==> src/dcb_cfg.svh <==
`ifndef DCB_CFG_SVH
`define DCB_CFG_SVH

// Operation classes held in bits 1:0 of the transfer-setup base byte.
`define DCB_CLS_TRANSFER 2'b01
`define DCB_CLS_SEARCH 2'b10
`define DCB_CLS_XFER_SEARCH 2'b11

// Port A address stepping held in bits 5:4 of the configuration byte.
`define DCB_AMODE_DEC 2'b00
`define DCB_AMODE_INC 2'b01
`define DCB_AMODE_FIXED_BIT 1

// Command group codes.
`define DCB_CMD_CONTINUE 8'hd3
`define DCB_CMD_INT_MUTE 8'haf
`define DCB_CMD_INT_UNMUTE 8'hab
`define DCB_CMD_LOAD 8'hcf
`define DCB_CMD_ENABLE 8'h87
`define DCB_CMD_DISABLE 8'h83
`define DCB_CMD_FORCE_READY 8'hb3
`define DCB_CMD_INT_RESET 8'ha3
`define DCB_CMD_STATUS_REFRESH 8'hb7

// Return-from-interrupt opcode pair seen on the fetch strobe.
`define DCB_RETURN_FROM_INTERRUPT_OPCODE_PREFIX 8'hed
`define DCB_RETURN_FROM_INTERRUPT_OPCODE_CODE 8'h4d

// Status byte bit positions.
`define DCB_ST_END_OF_BLOCK 0
`define DCB_ST_DMA_ENABLED 1
`define DCB_ST_INT_ENABLED 2
`define DCB_ST_INT_PENDING 3
`define DCB_ST_IN_SERVICE 4
`define DCB_ST_FORCED_READY 5
`define DCB_ST_INT_REQUEST 6

// Host-side APB register byte offsets.
`define DCB_REG_CTRL_BYTE 8'h00
`define DCB_REG_FETCH 8'h04
`define DCB_REG_CONTROL 8'h08
`define DCB_REG_STATUS 8'h0c
`define DCB_REG_COUNT 8'h10

// Control register bits.
`define DCB_CTL_READY_BIT 0
`define DCB_CTL_ACK_BIT 1

// Reset values.
`define DCB_RST_WORD 16'h0000
`define DCB_RST_BYTE 8'h00

`endif

==> src/dcb_pkg.sv <==
package dcb_pkg;
   // Register group that the pending associated bytes belong to.
   typedef enum logic [2:0] {
      GRP_NONE,
      GRP_TS,
      GRP_PA,
      GRP_PB,
      GRP_SC,
      GRP_IC
   } dcb_grp_t;
endpackage

==> src/dcb_link_if.sv <==
interface dcb_link_if;
   logic ctrlValid; // One-cycle strobe: a control byte is written.
   logic [7:0] ctrlByte; // Control byte, valid with ctrlValid.
   logic fetchValid; // One-cycle strobe: the host fetched an opcode.
   logic [7:0] fetchByte; // Fetched opcode, valid with fetchValid.
   logic ackValid; // One-cycle strobe: interrupt acknowledge.
   logic intReq; // Interrupt request, active high.
   logic [7:0] status; // Device status bits.
   logic [15:0] byteCount; // Current byte counter.

   modport device (
      input ctrlValid,
      input ctrlByte,
      input fetchValid,
      input fetchByte,
      input ackValid,
      output intReq,
      output status,
      output byteCount
   );

   modport host (
      output ctrlValid,
      output ctrlByte,
      output fetchValid,
      output fetchByte,
      output ackValid,
      input intReq,
      input status,
      input byteCount
   );
endinterface

==> src/dcb_device_end.sv <==
// Function
// RL1: Bit7 zero, class nonzero marks transfer setup.
// RL2: Bits 1:0 select transfer, search, both.
// RL3: Bit 2 picks source port, A or B.
// RL4: Host disables before reversing transfer direction.
// RL5: Bits 3,4 load start address low, high.
// RL6: Port A configuration shapes start address use.
// RL7: Bits 5,6 route bytes to block length.
// RL8: Block length low byte first, then high.
// RL9: Host programs block length before every operation.
// RL10: Count may overshoot by up to two.
// RL11: Bit7 zero, bits 2:0 100 is config.
// RL12: Bit 3 picks memory or I/O strobe.
// RL13: Bits 4,5 step; first byte unstepped.
// RL14: Preset loads source counter only, destination later.
// RL15: Host writes another byte before preset/resume.
// RL16: Preset cancels forced ready condition.
// RL17: Resume clears byte count, keeps addresses.
// RL18: New block length applies to next block.
// RL19: Mute drops request, keeps pending, in-service.
// RL20: Unmute enables interrupts, like search bit 5.
// RL21: Return-from-interrupt re-enables unless muted.
// RL22: Conditions latch while interrupts are disabled.
// RL23: Host unmutes only after full configuration.
// RL24: Following bytes fill pointed registers in order.
//
// The register addresses and the APB register port are this design's own decisions.
`include "dcb_cfg.svh"

module dcb_device_end
   import dcb_pkg::*;
(
   input wire logic ref_clk, // System clock.
   input wire logic rstn, // Synchronous reset, active low.
   dcb_link_if.device link, // Control byte link to the host end.
   input wire logic readyLine, // Ready line, active high.
   output logic memoryRequestN, // Port A memory strobe, active low.
   output logic ioRequestN, // Port A I/O strobe, active low.
   output logic [15:0] portAAddr // Port A address of the current cycle.
);

   function automatic logic [1:0] lowestSlot(input logic [3:0] mask);
      logic [1:0] idx;
      idx = 2'd3;
      if (mask[2])
      begin
         idx = 2'd2;
      end
      if (mask[1])
      begin
         idx = 2'd1;
      end
      if (mask[0])
      begin
         idx = 2'd0;
      end
      return idx;
   endfunction

   function automatic logic [15:0] stepAddr(input logic [15:0] addr,
                                            input logic [1:0] mode);
      logic [15:0] res;
      res = addr;
      if (!mode[`DCB_AMODE_FIXED_BIT])
      begin
         if (mode == `DCB_AMODE_INC)
         begin
            res = addr + 16'h0001;
         end
         else
         begin
            res = addr - 16'h0001;
         end
      end
      return res;
   endfunction

   logic [3:0] pend_reg;
   dcb_grp_t grp_reg;
   logic [1:0] opClass_reg;
   logic srcIsA_reg;
   logic [15:0] startAddr_reg;
   logic [15:0] blockLen_reg;
   logic [15:0] addrCount_reg;
   logic [15:0] byteCount_reg;
   logic aLoaded_reg;
   logic portAIsIo_reg;
   logic [1:0] portAMode_reg;
   logic dmaEnable_reg;
   logic forcedReady_reg;
   logic eob_reg;
   logic intEnable_reg;
   logic intMuted_reg;
   logic intPending_reg;
   logic inService_reg;
   logic intReq_reg;
   logic retiPrefix_reg;
   logic memReqN_reg;
   logic ioReqN_reg;
   logic [15:0] addrOut_reg;

   logic [7:0] b;
   logic isBase, isData, isCmd;
   logic tsBase, paBase, pbBase, scBase, icBase;
   logic [1:0] slot;
   logic cmdLoad, cmdContinue, cmdMute, cmdUnmute, cmdEnable;
   logic cmdForce, cmdIntReset, cmdRefresh;
   logic retiHit, portAUsed, step, lastStep, portAFixed;
   logic [15:0] curAddr, countNext;

   always_comb
   begin
      b = link.ctrlByte;
      isBase = link.ctrlValid && (pend_reg == 4'h0);
      isData = link.ctrlValid && (pend_reg != 4'h0);
      slot = lowestSlot(pend_reg);
      tsBase = isBase && !b[7] && (b[1:0] != 2'b00); // [RL1]
      paBase = isBase && !b[7] && (b[2:0] == 3'b100); // [RL11]
      pbBase = isBase && !b[7] && (b[2:0] == 3'b000);
      scBase = isBase && b[7] && (b[1:0] == 2'b00);
      icBase = isBase && b[7] && (b[1:0] == 2'b01);
      isCmd = isBase && b[7] && (b[1:0] == 2'b11);
      cmdLoad = isCmd && (b == `DCB_CMD_LOAD);
      cmdContinue = isCmd && (b == `DCB_CMD_CONTINUE);
      cmdMute = isCmd && (b == `DCB_CMD_INT_MUTE);
      cmdUnmute = (isCmd && (b == `DCB_CMD_INT_UNMUTE))
                  || (scBase && b[5]); // [RL20]
      cmdEnable = (isCmd && (b == `DCB_CMD_ENABLE)) || (scBase && b[6]);
      cmdForce = isCmd && (b == `DCB_CMD_FORCE_READY);
      cmdIntReset = isCmd && (b == `DCB_CMD_INT_RESET);
      cmdRefresh = isCmd && (b == `DCB_CMD_STATUS_REFRESH);
      retiHit = link.fetchValid && retiPrefix_reg
                && (link.fetchByte == `DCB_RETURN_FROM_INTERRUPT_OPCODE_CODE);
      // Search from Port B alone never touches Port A.
      portAUsed = srcIsA_reg || (opClass_reg != `DCB_CLS_SEARCH); // [RL3]
      portAFixed = portAMode_reg[`DCB_AMODE_FIXED_BIT];
      step = dmaEnable_reg && (readyLine || forcedReady_reg);
      curAddr = aLoaded_reg ? addrCount_reg : startAddr_reg; // [RL13]
      countNext = byteCount_reg + 16'h0001;
      // Stopping exactly at the length stays inside the allowed overshoot.
      lastStep = step && (countNext == blockLen_reg); // [RL10]
   end

   // Base byte decode and routing of associated bytes.
   always_ff @(posedge ref_clk)
   begin
      if (!rstn)
      begin
         pend_reg <= 4'h0;
         grp_reg <= GRP_NONE;
      end
      else if (isData)
      begin
         pend_reg <= pend_reg & ~(4'h1 << slot); // [RL24]
      end
      else if (tsBase)
      begin
         pend_reg <= b[6:3]; // [RL5] [RL7]
         grp_reg <= GRP_TS;
      end
      else if (paBase || pbBase)
      begin
         pend_reg <= {3'b000, b[6]};
         grp_reg <= paBase ? GRP_PA : GRP_PB;
      end
      else if (scBase)
      begin
         pend_reg <= {2'b00, b[4], b[3]};
         grp_reg <= GRP_SC;
      end
      else if (icBase)
      begin
         // Nested pointers inside the interrupt control byte are ignored.
         pend_reg <= {1'b0, b[4], b[3], b[2]};
         grp_reg <= GRP_IC;
      end
   end

   // Transfer setup and Port A configuration fields.
   always_ff @(posedge ref_clk)
   begin
      if (!rstn)
      begin
         opClass_reg <= `DCB_CLS_TRANSFER;
         srcIsA_reg <= 1'b0;
         portAIsIo_reg <= 1'b0;
         portAMode_reg <= `DCB_AMODE_INC;
         // Software must still program these; zero only keeps them defined.
         startAddr_reg <= `DCB_RST_WORD;
         blockLen_reg <= `DCB_RST_WORD; // [RL9]
      end
      else
      begin
         if (tsBase)
         begin
            opClass_reg <= b[1:0]; // [RL2]
            srcIsA_reg <= b[2]; // [RL3]
         end
         if (paBase)
         begin
            portAIsIo_reg <= b[3]; // [RL12]
            portAMode_reg <= b[5:4]; // [RL6] [RL13]
         end
         if (isData && (grp_reg == GRP_TS))
         begin
            unique case (slot)
               2'd0: startAddr_reg[7:0] <= b; // [RL5]
               2'd1: startAddr_reg[15:8] <= b;
               2'd2: blockLen_reg[7:0] <= b; // [RL8] [RL18]
               2'd3: blockLen_reg[15:8] <= b;
            endcase
         end
      end
   end

   // Port A address counter.
   always_ff @(posedge ref_clk)
   begin
      if (!rstn)
      begin
         addrCount_reg <= `DCB_RST_WORD;
         aLoaded_reg <= 1'b0;
      end
      else if (cmdLoad)
      begin
         // The counter copies the start address, but only a source counts as loaded now; a destination waits. [RL14]
         addrCount_reg <= startAddr_reg;
         aLoaded_reg <= srcIsA_reg;
      end
      else if (step && portAUsed)
      begin
         addrCount_reg <= stepAddr(curAddr, portAMode_reg); // [RL13]
         aLoaded_reg <= aLoaded_reg || !portAFixed; // [RL14]
      end
   end

   // Byte counter; resume keeps the address counter untouched.
   always_ff @(posedge ref_clk)
   begin
      if (!rstn)
      begin
         byteCount_reg <= `DCB_RST_WORD;
      end
      else if (cmdLoad || cmdContinue)
      begin
         byteCount_reg <= `DCB_RST_WORD; // [RL17]
      end
      else if (step)
      begin
         byteCount_reg <= countNext;
      end
   end

   // Enable, forced ready and end-of-block status.
   always_ff @(posedge ref_clk)
   begin
      if (!rstn)
      begin
         dmaEnable_reg <= 1'b0;
         forcedReady_reg <= 1'b0;
         eob_reg <= 1'b0;
      end
      else
      begin
         if (isCmd || cmdEnable)
         begin
            dmaEnable_reg <= cmdEnable;
         end
         else if (lastStep)
         begin
            dmaEnable_reg <= 1'b0;
         end
         if (cmdLoad || lastStep)
         begin
            forcedReady_reg <= 1'b0; // [RL16]
         end
         else if (cmdForce)
         begin
            forcedReady_reg <= 1'b1;
         end
         if (lastStep)
         begin
            eob_reg <= 1'b1;
         end
         else if (cmdRefresh)
         begin
            eob_reg <= 1'b0;
         end
      end
   end

   // Interrupt latches and request line.
   always_ff @(posedge ref_clk)
   begin
      if (!rstn)
      begin
         intEnable_reg <= 1'b0;
         intMuted_reg <= 1'b0;
         intPending_reg <= 1'b0;
         inService_reg <= 1'b0;
         intReq_reg <= 1'b0;
         retiPrefix_reg <= 1'b0;
      end
      else
      begin
         if (cmdMute || cmdIntReset)
         begin
            intEnable_reg <= 1'b0; // [RL19]
         end
         else if (cmdUnmute || (retiHit && !intMuted_reg))
         begin
            intEnable_reg <= 1'b1; // [RL20] [RL21]
         end
         if (cmdMute)
         begin
            intMuted_reg <= 1'b1;
         end
         else if (cmdUnmute || cmdIntReset)
         begin
            intMuted_reg <= 1'b0;
         end
         if (lastStep)
         begin
            intPending_reg <= 1'b1; // [RL22]
         end
         else if (cmdIntReset || link.ackValid)
         begin
            intPending_reg <= 1'b0;
         end
         if (cmdIntReset || retiHit)
         begin
            inService_reg <= 1'b0; // [RL21]
         end
         else if (link.ackValid && intReq_reg)
         begin
            inService_reg <= 1'b1;
         end
         intReq_reg <= intPending_reg && intEnable_reg && !inService_reg
                       && !cmdMute && !cmdIntReset; // [RL19]
         if (link.fetchValid)
         begin
            retiPrefix_reg <= (link.fetchByte == `DCB_RETURN_FROM_INTERRUPT_OPCODE_PREFIX);
         end
      end
   end

   // Port A cycle strobes.
   always_ff @(posedge ref_clk)
   begin
      if (!rstn)
      begin
         memReqN_reg <= 1'b1;
         ioReqN_reg <= 1'b1;
         addrOut_reg <= `DCB_RST_WORD;
      end
      else
      begin
         memReqN_reg <= !(step && portAUsed && !portAIsIo_reg); // [RL12]
         ioReqN_reg <= !(step && portAUsed && portAIsIo_reg);
         if (step && portAUsed)
         begin
            addrOut_reg <= curAddr;
         end
      end
   end

   assign memoryRequestN = memReqN_reg;
   assign ioRequestN = ioReqN_reg;
   assign portAAddr = addrOut_reg;
   assign link.intReq = intReq_reg;
   assign link.byteCount = byteCount_reg;
   assign link.status = {1'b0, intReq_reg, forcedReady_reg, inService_reg,
                         intPending_reg, intEnable_reg, dmaEnable_reg,
                         eob_reg};

endmodule

==> src/flat_wrapper.sv <==
// flat-port wrapper written by rule: the top's interface ports become plain ports
module dcb_device_end_flat import dcb_pkg::*;
  (ref_clk, rstn, readyLine, memoryRequestN, ioRequestN, portAAddr, link_ctrlValid, link_ctrlByte, link_fetchValid, link_fetchByte, link_ackValid, link_intReq, link_status, link_byteCount);
  dcb_link_if link_i ();
  input wire logic ref_clk;
  input wire logic rstn;
  input wire logic readyLine;
  output logic memoryRequestN;
  output logic ioRequestN;
  output logic [15:0] portAAddr;
  input wire logic [$bits(link_i.ctrlValid)-1:0] link_ctrlValid;
  input wire logic [$bits(link_i.ctrlByte)-1:0] link_ctrlByte;
  input wire logic [$bits(link_i.fetchValid)-1:0] link_fetchValid;
  input wire logic [$bits(link_i.fetchByte)-1:0] link_fetchByte;
  input wire logic [$bits(link_i.ackValid)-1:0] link_ackValid;
  output wire logic [$bits(link_i.intReq)-1:0] link_intReq;
  output wire logic [$bits(link_i.status)-1:0] link_status;
  output wire logic [$bits(link_i.byteCount)-1:0] link_byteCount;
  assign link_i.ctrlValid = link_ctrlValid;
  assign link_i.ctrlByte = link_ctrlByte;
  assign link_i.fetchValid = link_fetchValid;
  assign link_i.fetchByte = link_fetchByte;
  assign link_i.ackValid = link_ackValid;
  assign link_intReq = link_i.intReq;
  assign link_status = link_i.status;
  assign link_byteCount = link_i.byteCount;
  dcb_device_end u_core (.ref_clk(ref_clk), .rstn(rstn), .link(link_i), .readyLine(readyLine), .memoryRequestN(memoryRequestN), .ioRequestN(ioRequestN), .portAAddr(portAAddr));
endmodule
==> config.mk <==
export PLATFORM = sky130hd
export DESIGN_NAME = dcb_device_end_flat
export DESIGN_NICKNAME = d
export VERILOG_FILES = /design/src/dcb_pkg.sv /design/src/dcb_link_if.sv /design/src/dcb_device_end.sv /design/src/flat_wrapper.sv
export VERILOG_INCLUDE_DIRS = /design/src
export SDC_FILE = /design/constraint.sdc
export NUM_CORES = 1
export LEC_CHECK = 0
export ABC_AREA = 1
export BUFFER_PORTS_ARGS = -buffer_cell sky130_fd_sc_hd__clkbuf_2
export CAP_MARGIN = 10
export CORE_MARGIN = 10
export CORE_UTILIZATION = 51
export DETAILED_ROUTE_END_ITERATION = 10
export PLACE_DENSITY = 0.71
export SKIP_LAST_GASP = 1
export SLEW_MARGIN = 10
export SYNTH_ARGS = -nofsm -noshare
export SYNTH_HDL_FRONTEND = slang
export SYNTH_SLANG_ARGS = --single-unit
==> constraint.sdc <==
create_clock -name ref_clk -period 2.95 [get_ports ref_clk]
set_input_delay 0.295 -clock ref_clk [delete_from_list [all_inputs] [get_ports ref_clk]]
set_output_delay 0.295 -clock ref_clk [all_outputs]
set_load 0.03 [all_outputs]
# ---- Yosys cells after proc, flatten, opt, wreduce, memory -nomap -nowiden
# Cells that the tools add are included.
dict set report totals {
  register_bits 105
  latch_bits 0
  ram_bits 0
  mem_bits_ro 0
  output_inout_bits 43
  elab_cells 160
  n_memories 0
}
dict set report op_classes {
  n_addsub 3
  multipliers 0
  div_mod_pow 0
  magnitude_cmp 0
  eq_ne 20
  n_shift 1
  muxes 28
  bitwise_logic 4
  n_reduce_logical 79
}
# operator count
set op_table {}
lappend op_table {{$mux W16} 5}
lappend op_table {{$eq A8 B8 Y1 const B} 9}
lappend op_table {{$logic_and A1 B1 Y1} 34}
lappend op_table {{$add A16 B1 Y16 const B} 2}
lappend op_table {{$mux W4} 5}
lappend op_table {{$eq A16 B16 Y1} 1}
lappend op_table {{$sub A16 B1 Y16 const B} 1}
lappend op_table {{$logic_or A1 B1 Y1} 14}
lappend op_table {{$mux W1} 12}
lappend op_table {{$mux W3} 4}
lappend op_table {{$reduce_bool A2 Y1} 6}
lappend op_table {{$reduce_and A2 Y1} 5}
lappend op_table {{$logic_not A1 Y1} 9}
lappend op_table {{$eq A8 B7 Y1 const B} 1}
lappend op_table {{$reduce_bool A4 Y1} 2}
lappend op_table {{$reduce_or A2 Y1} 4}
lappend op_table {{$eq A2 B1 Y1 const B} 3}
lappend op_table {{$eq A2 B2 Y1 const B} 3}
lappend op_table {{$reduce_bool A5 Y1} 1}
lappend op_table {{$and A4 B4 Y4} 1}
lappend op_table {{$logic_not A2 Y1} 2}
lappend op_table {{$logic_not A4 Y1} 1}
lappend op_table {{$mux W2} 2}
lappend op_table {{$not A4 Y4} 1}
lappend op_table {{other kinds (6)} 7}

# ---- Longest topological paths before layout
dict set report depth {
  ltp_word 9
  ltp_mapped 16
  ltp_nobuf 15
}

# ---- Worst setup path before layout
# No wires, ideal clock.
dict set report synth_timing {
  path_kind {register to register}
  from {register u_core.aLoaded_reg}
  to {register u_core.addrCount_reg[12]}
  setup_ns 0.132
  t_arrival_ns 2.337
  required_time_ns 2.818
  setup_slack_ns 0.480
  stages_incl_launch_ff 14
  period_less_slack_ns 2.470
  path_cell_list {dfxtp_1 -> clkbuf_1 -> clkbuf_1 -> o21ai_0 -> ha_1 -> inv_1 -> o21ai_0 -> a21oi_1 -> o21ai_0 -> nand2_1 -> nand3_1 -> nand3_1 -> nand2_1 -> a21oi_1}
}
dict set report synth_via {
  elab_chain_len 6
}
# element line_no
set synth_lines {}
lappend synth_lines {{start, declared} dcb_device_end.sv:86} ;# logic aLoaded_reg;
lappend synth_lines {{start signal, assigned} dcb_device_end.sv:228} ;# aLoaded_reg <= srcIsA_reg;
lappend synth_lines {{start signal, assigned} dcb_device_end.sv:233} ;# aLoaded_reg <= aLoaded_reg || !portAFixed;
lappend synth_lines {{$mux W16 (*)} dcb_device_end.sv:138} ;# curAddr = aLoaded_reg ? addrCount_reg : startAddr_reg;
lappend synth_lines {{named net u_core.curAddr[3]} dcb_device_end.sv:109} ;# logic [15:0] curAddr, countNext;
lappend synth_lines {{$sub A16 B1 Y16 / $add A16 B1 Y16 (equally long branches)} {dcb_device_end.sv:72, dcb_device_end.sv:68}}
lappend synth_lines {{$mux W16 (*)} dcb_device_end.sv:66} ;# if (mode == `DCB_AMODE_INC)
lappend synth_lines {{$mux W16 (*)} dcb_device_end.sv:64} ;# if (!mode[`DCB_AMODE_FIXED_BIT])
lappend synth_lines {{$mux W16 (*)} dcb_device_end.sv:230} ;# else if (step && portAUsed)
lappend synth_lines {{$mux W16 (*)} dcb_device_end.sv:224} ;# else if (cmdLoad)
lappend synth_lines {{end signal, assigned} dcb_device_end.sv:221} ;# addrCount_reg <= `DCB_RST_WORD;
lappend synth_lines {{end signal, assigned} dcb_device_end.sv:227} ;# addrCount_reg <= startAddr_reg;
lappend synth_lines {{end signal, assigned} dcb_device_end.sv:232} ;# addrCount_reg <= stepAddr(curAddr, portAMode_reg);
lappend synth_lines {{end, declared} dcb_device_end.sv:84} ;# logic [15:0] addrCount_reg;
# The timed path passes the listed nets; every way through them passes the cells marked *. The select of a mux whose other input is x is not followed.
# A chain may end at the register's enable or synchronous reset.

# ---- Final worst setup path
dict set report layout_timing {
  from {register u_core.aLoaded_reg}
  to {register u_core.addrCount_reg[13]}
}
# The elaborated chain is that of the path after synthesis.

==> impl_metrics.json <==
{
  "grt_pass1_wl_um": 25600,
  "synth_seq_cells": 105,
  "utilization_pct": 59.2,
  "postLayoutCellArea_mm2": 0.00685,
  "globalRoute.busiestLayer": "met2",
  "power_density_mw_per_mm2": 463,
  "period_share_pct": 92.2,
  "synthesis.area_mm2": 0.00612,
  "p_total_mw": 3.17,
  "antenna_found_initial": 0,
  "slew_violations": 0,
  "status": "completed",
  "async_flop_share_pct": 0,
  "grt_max_degree": 31,
  "rows": 39,
  "drive_above_1_share_pct": 13.9,
  "dr.pass1.iters": 5,
  "cts_setup_buffers": 0,
  "grt_util_all_layers_pct": 18.6,
  "drc": 0,
  "avgViaCountPerCell": 5.32,
  "tightest_slew_ns": 0.544,
  "relSlewSlack_pct": 63.7,
  "wl_per_cell_um": 14.2,
  "yosys_warnings": 0,
  "min_path_cells": 3,
  "drt_iter0_markers": 498,
  "min_period_ns": 2.72,
  "netSwitchingFraction_pct": 26.8,
  "io_buffers": 63,
  "p_comb_share_pct": 12.4,
  "clk_pin_slew_worst_paths_ns": 0.07,
  "worstSetupPathType": "flop to flop",
  "clkPwrFrac_pct": 40.9,
  "dieArea_mm2": 0.0168,
  "critPathRequiredTime_ns": 3.18,
  "ys_types": 57,
  "yosysSeqAreaShare_pct": 34.3,
  "netlist_instances": 901,
  "numCtsBuffers": 9,
  "cts_tree": "yes",
  "fin_skew_ns": 0.00634,
  "hold_viol_final": 0,
  "antenna_cells": 0,
  "finalWeightedCongestion": 0.884,
  "htree_num_levels": 3,
  "synth_edf_count": 0,
  "ir_worst_vdd_v": 0.000238,
  "nets": 991,
  "clk_latency_ns": 0.35,
  "p_int_mw": 2.32,
  "switchingPower_uw": 848,
  "gr-usage-met1_pct": 26.4,
  "p_leak_nw": 3.02,
  "num_io_pins": 65,
  "placed_cell_area_mm2": 0.00654,
  "vias": 5855,
  "reg2reg_to": "u_core.addrCount_reg[13]",
  "p_seq_share_pct": 46.6,
  "cts.path.max_buffers": 2,
  "drtAntennaViolNets": 0,
  "rsz0062_at_grt": "false",
  "finalSetupViolCount": 0,
  "grt_pass1_vias": 5296,
  "drt_wl_total_um": 15600,
  "cts.sinks": 105,
  "cts_root_buf": "clkbuf_16",
  "min_from": "link_ackValid",
  "cp-start-kind": "flop",
  "start_util_pct": 52.9,
  "rrSetupSlack_ns": 0.23,
  "whs_endpoint": "u_core.intPending_reg",
  "postSynthAreaPerCell_um2": 6.79,
  "fillers": 1143,
  "ff2ff_path_depth": 14,
  "hold_path.class": "input port to flop",
  "synth_nets": 939,
  "clock.fmax_mhz": 368,
  "core_mm2": 0.0116,
  "cp.arrival_ns": 2.95,
  "gr-total-overflow": 0,
  "crit_fanout": 5,
  "layout_common_cells": "208 x nand2_1, 111 x inv_1, 105 x dfxtp_1",
  "mostFrequentLayoutCell": "nand2_1",
  "r2r_start": "u_core.aLoaded_reg",
  "max-cap-violations": 0,
  "endpoint_kind": "flop",
  "met3_usage_pct": 4.24,
  "syn2layout_area_growth_pct": 11.9,
  "die_x_um": 130,
  "use_met2_pct": 27.2,
  "setup_tns_ns": 0,
  "ys.flop_type": "dfxtp_1",
  "hpwl_um": 11700,
  "fp.dieH_um": 130
}
## synth_stat cells (2+ instances only)
cell type	instances	share of area (%)
nand2_2	3	0.31
a21oi_1	97	7.9
nor3b_1	2	0.25
xnor3_1	2	0.74
nand2_1	208	13
a31oi_1	3	0.31
o21bai_1	6	0.74
nor4_4	2	0.70
nor4_1	3	0.31
xnor2_1	5	0.72
a32o_1	2	0.33
clkbuf_1	21	1.3
clkinv_2	2	0.16
nand3b_1	8	0.98
buf_4	10	1.2
inv_2	6	0.37
nor2_4	2	0.37
nor2_1	69	4.2
nor3_1	8	0.65
nand4_1	8	0.82
nor2_2	4	0.41
inv_1	111	6.8
nand3_2	3	0.49
dfxtp_1	105	34
nand3_1	56	4.6
nand2_4	3	0.55
buf_6	2	0.37
o211ai_1	2	0.25
o22ai_1	6	0.61
xor2_1	6	0.86
ha_1	15	3.1
buf_2	5	0.41
o221ai_1	2	0.29
or2_2	2	0.20
o21ai_0	76	6.2
nand2_8	2	0.65
o21ai_1	8	0.65
a211oi_1	7	0.86
## final cells by class
cell class,count,area [um^2],area share (%)
repair buffers,80,443,6.47
well taps,143,179,2.61
clock inverters,6,82.6,1.21
clock buffers,10,229,3.34
flip-flops and latches,105,2100,30.7
inverters,121,464,6.78
multi-input cells,636,3350,48.9
## power groups by stage
| stage | clock network (mW) | registers (mW) | logic (mW) |
|---|---|---|---|
| 6_report | 1.30 | 1.48 | 0.394 |
| 5_1_grt | 1.37 | 1.48 | 0.439 |
| 4_1_cts | 1.31 | 1.48 | 0.394 |
| 3_5_place_dp | 0 | 1.51 | 0.392 |
| 3_3_place_gp | 0 | 1.51 | 0.388 |
| 2_1_floorplan | 0 | 1.52 | 0.271 |
## cells by family after synthesis
kind of cell,synth area share (%)
mux,0.164
simple gates,29.1
fa+ha+maj,3.39
flops,34.3
buf+inv,10.9
compound gates,19.6
other cells,0.0613
xor+xnor,2.31
## timing repair
action                                  CTS  global route
hold buffers                              0             0
endpoints found under the setup margin    0             1
resized for setup                         0             1
## how the worst max path moves through the flow
| stage | depth (start not counted) | from | endpoint | slack, ns |
|---|---|---|---|---|
| global placement | 14 | u_core.aLoaded_reg | u_core.addrCount_reg[12] | 0.34 |
| detailed placement | 14 | u_core.aLoaded_reg | u_core.addrCount_reg[12] | 0.28 |
| CTS | 14 | u_core.aLoaded_reg | u_core.addrCount_reg[12] | 0.26 |
| global route | 14 | u_core.aLoaded_reg | u_core.addrCount_reg[13] | 0.006 |
| finish | 14 | u_core.aLoaded_reg | u_core.addrCount_reg[13] | 0.23 |
| floorplan | 13 | u_core.aLoaded_reg | u_core.addrCount_reg[12] | 0.48 |
## metal layers
metal,wire length [um],part of all wire (%)
met5,0,0
met3,1100,7.0
met1,7790,50
met2,6550,42
met4,174,1.1
## stage by stage
stage / hold WS, ns / setup slack (ns) / std cells
2_1_floorplan: 0.383 / 0.480 / 901
3_3_place_gp: 0.392 / 0.337 / 1085
3_5_place_dp: 0.399 / 0.282 / 1085
4_1_cts: 0.209 / 0.260 / 1101
5_1_grt: 0.221 / 0.00574 / 1101
6_report: 0.213 / 0.230 / 1101
## worst max-delay path: stages, from the launching register on
cell     delay, ns
dfxtp_1       0.38
inv_1         0.10
or2_2         0.27
o21ai_0       0.16
inv_1         0.08
ha_1          0.33
nand2_1       0.06
o21ai_0       0.39
nand2_1       0.13
nand3_1       0.16
nand2_1       0.12
nand3_1       0.11
nand3_1       0.11
a21oi_2       0.13
nor2_1        0.05
(Power assumes the default switching activity.)
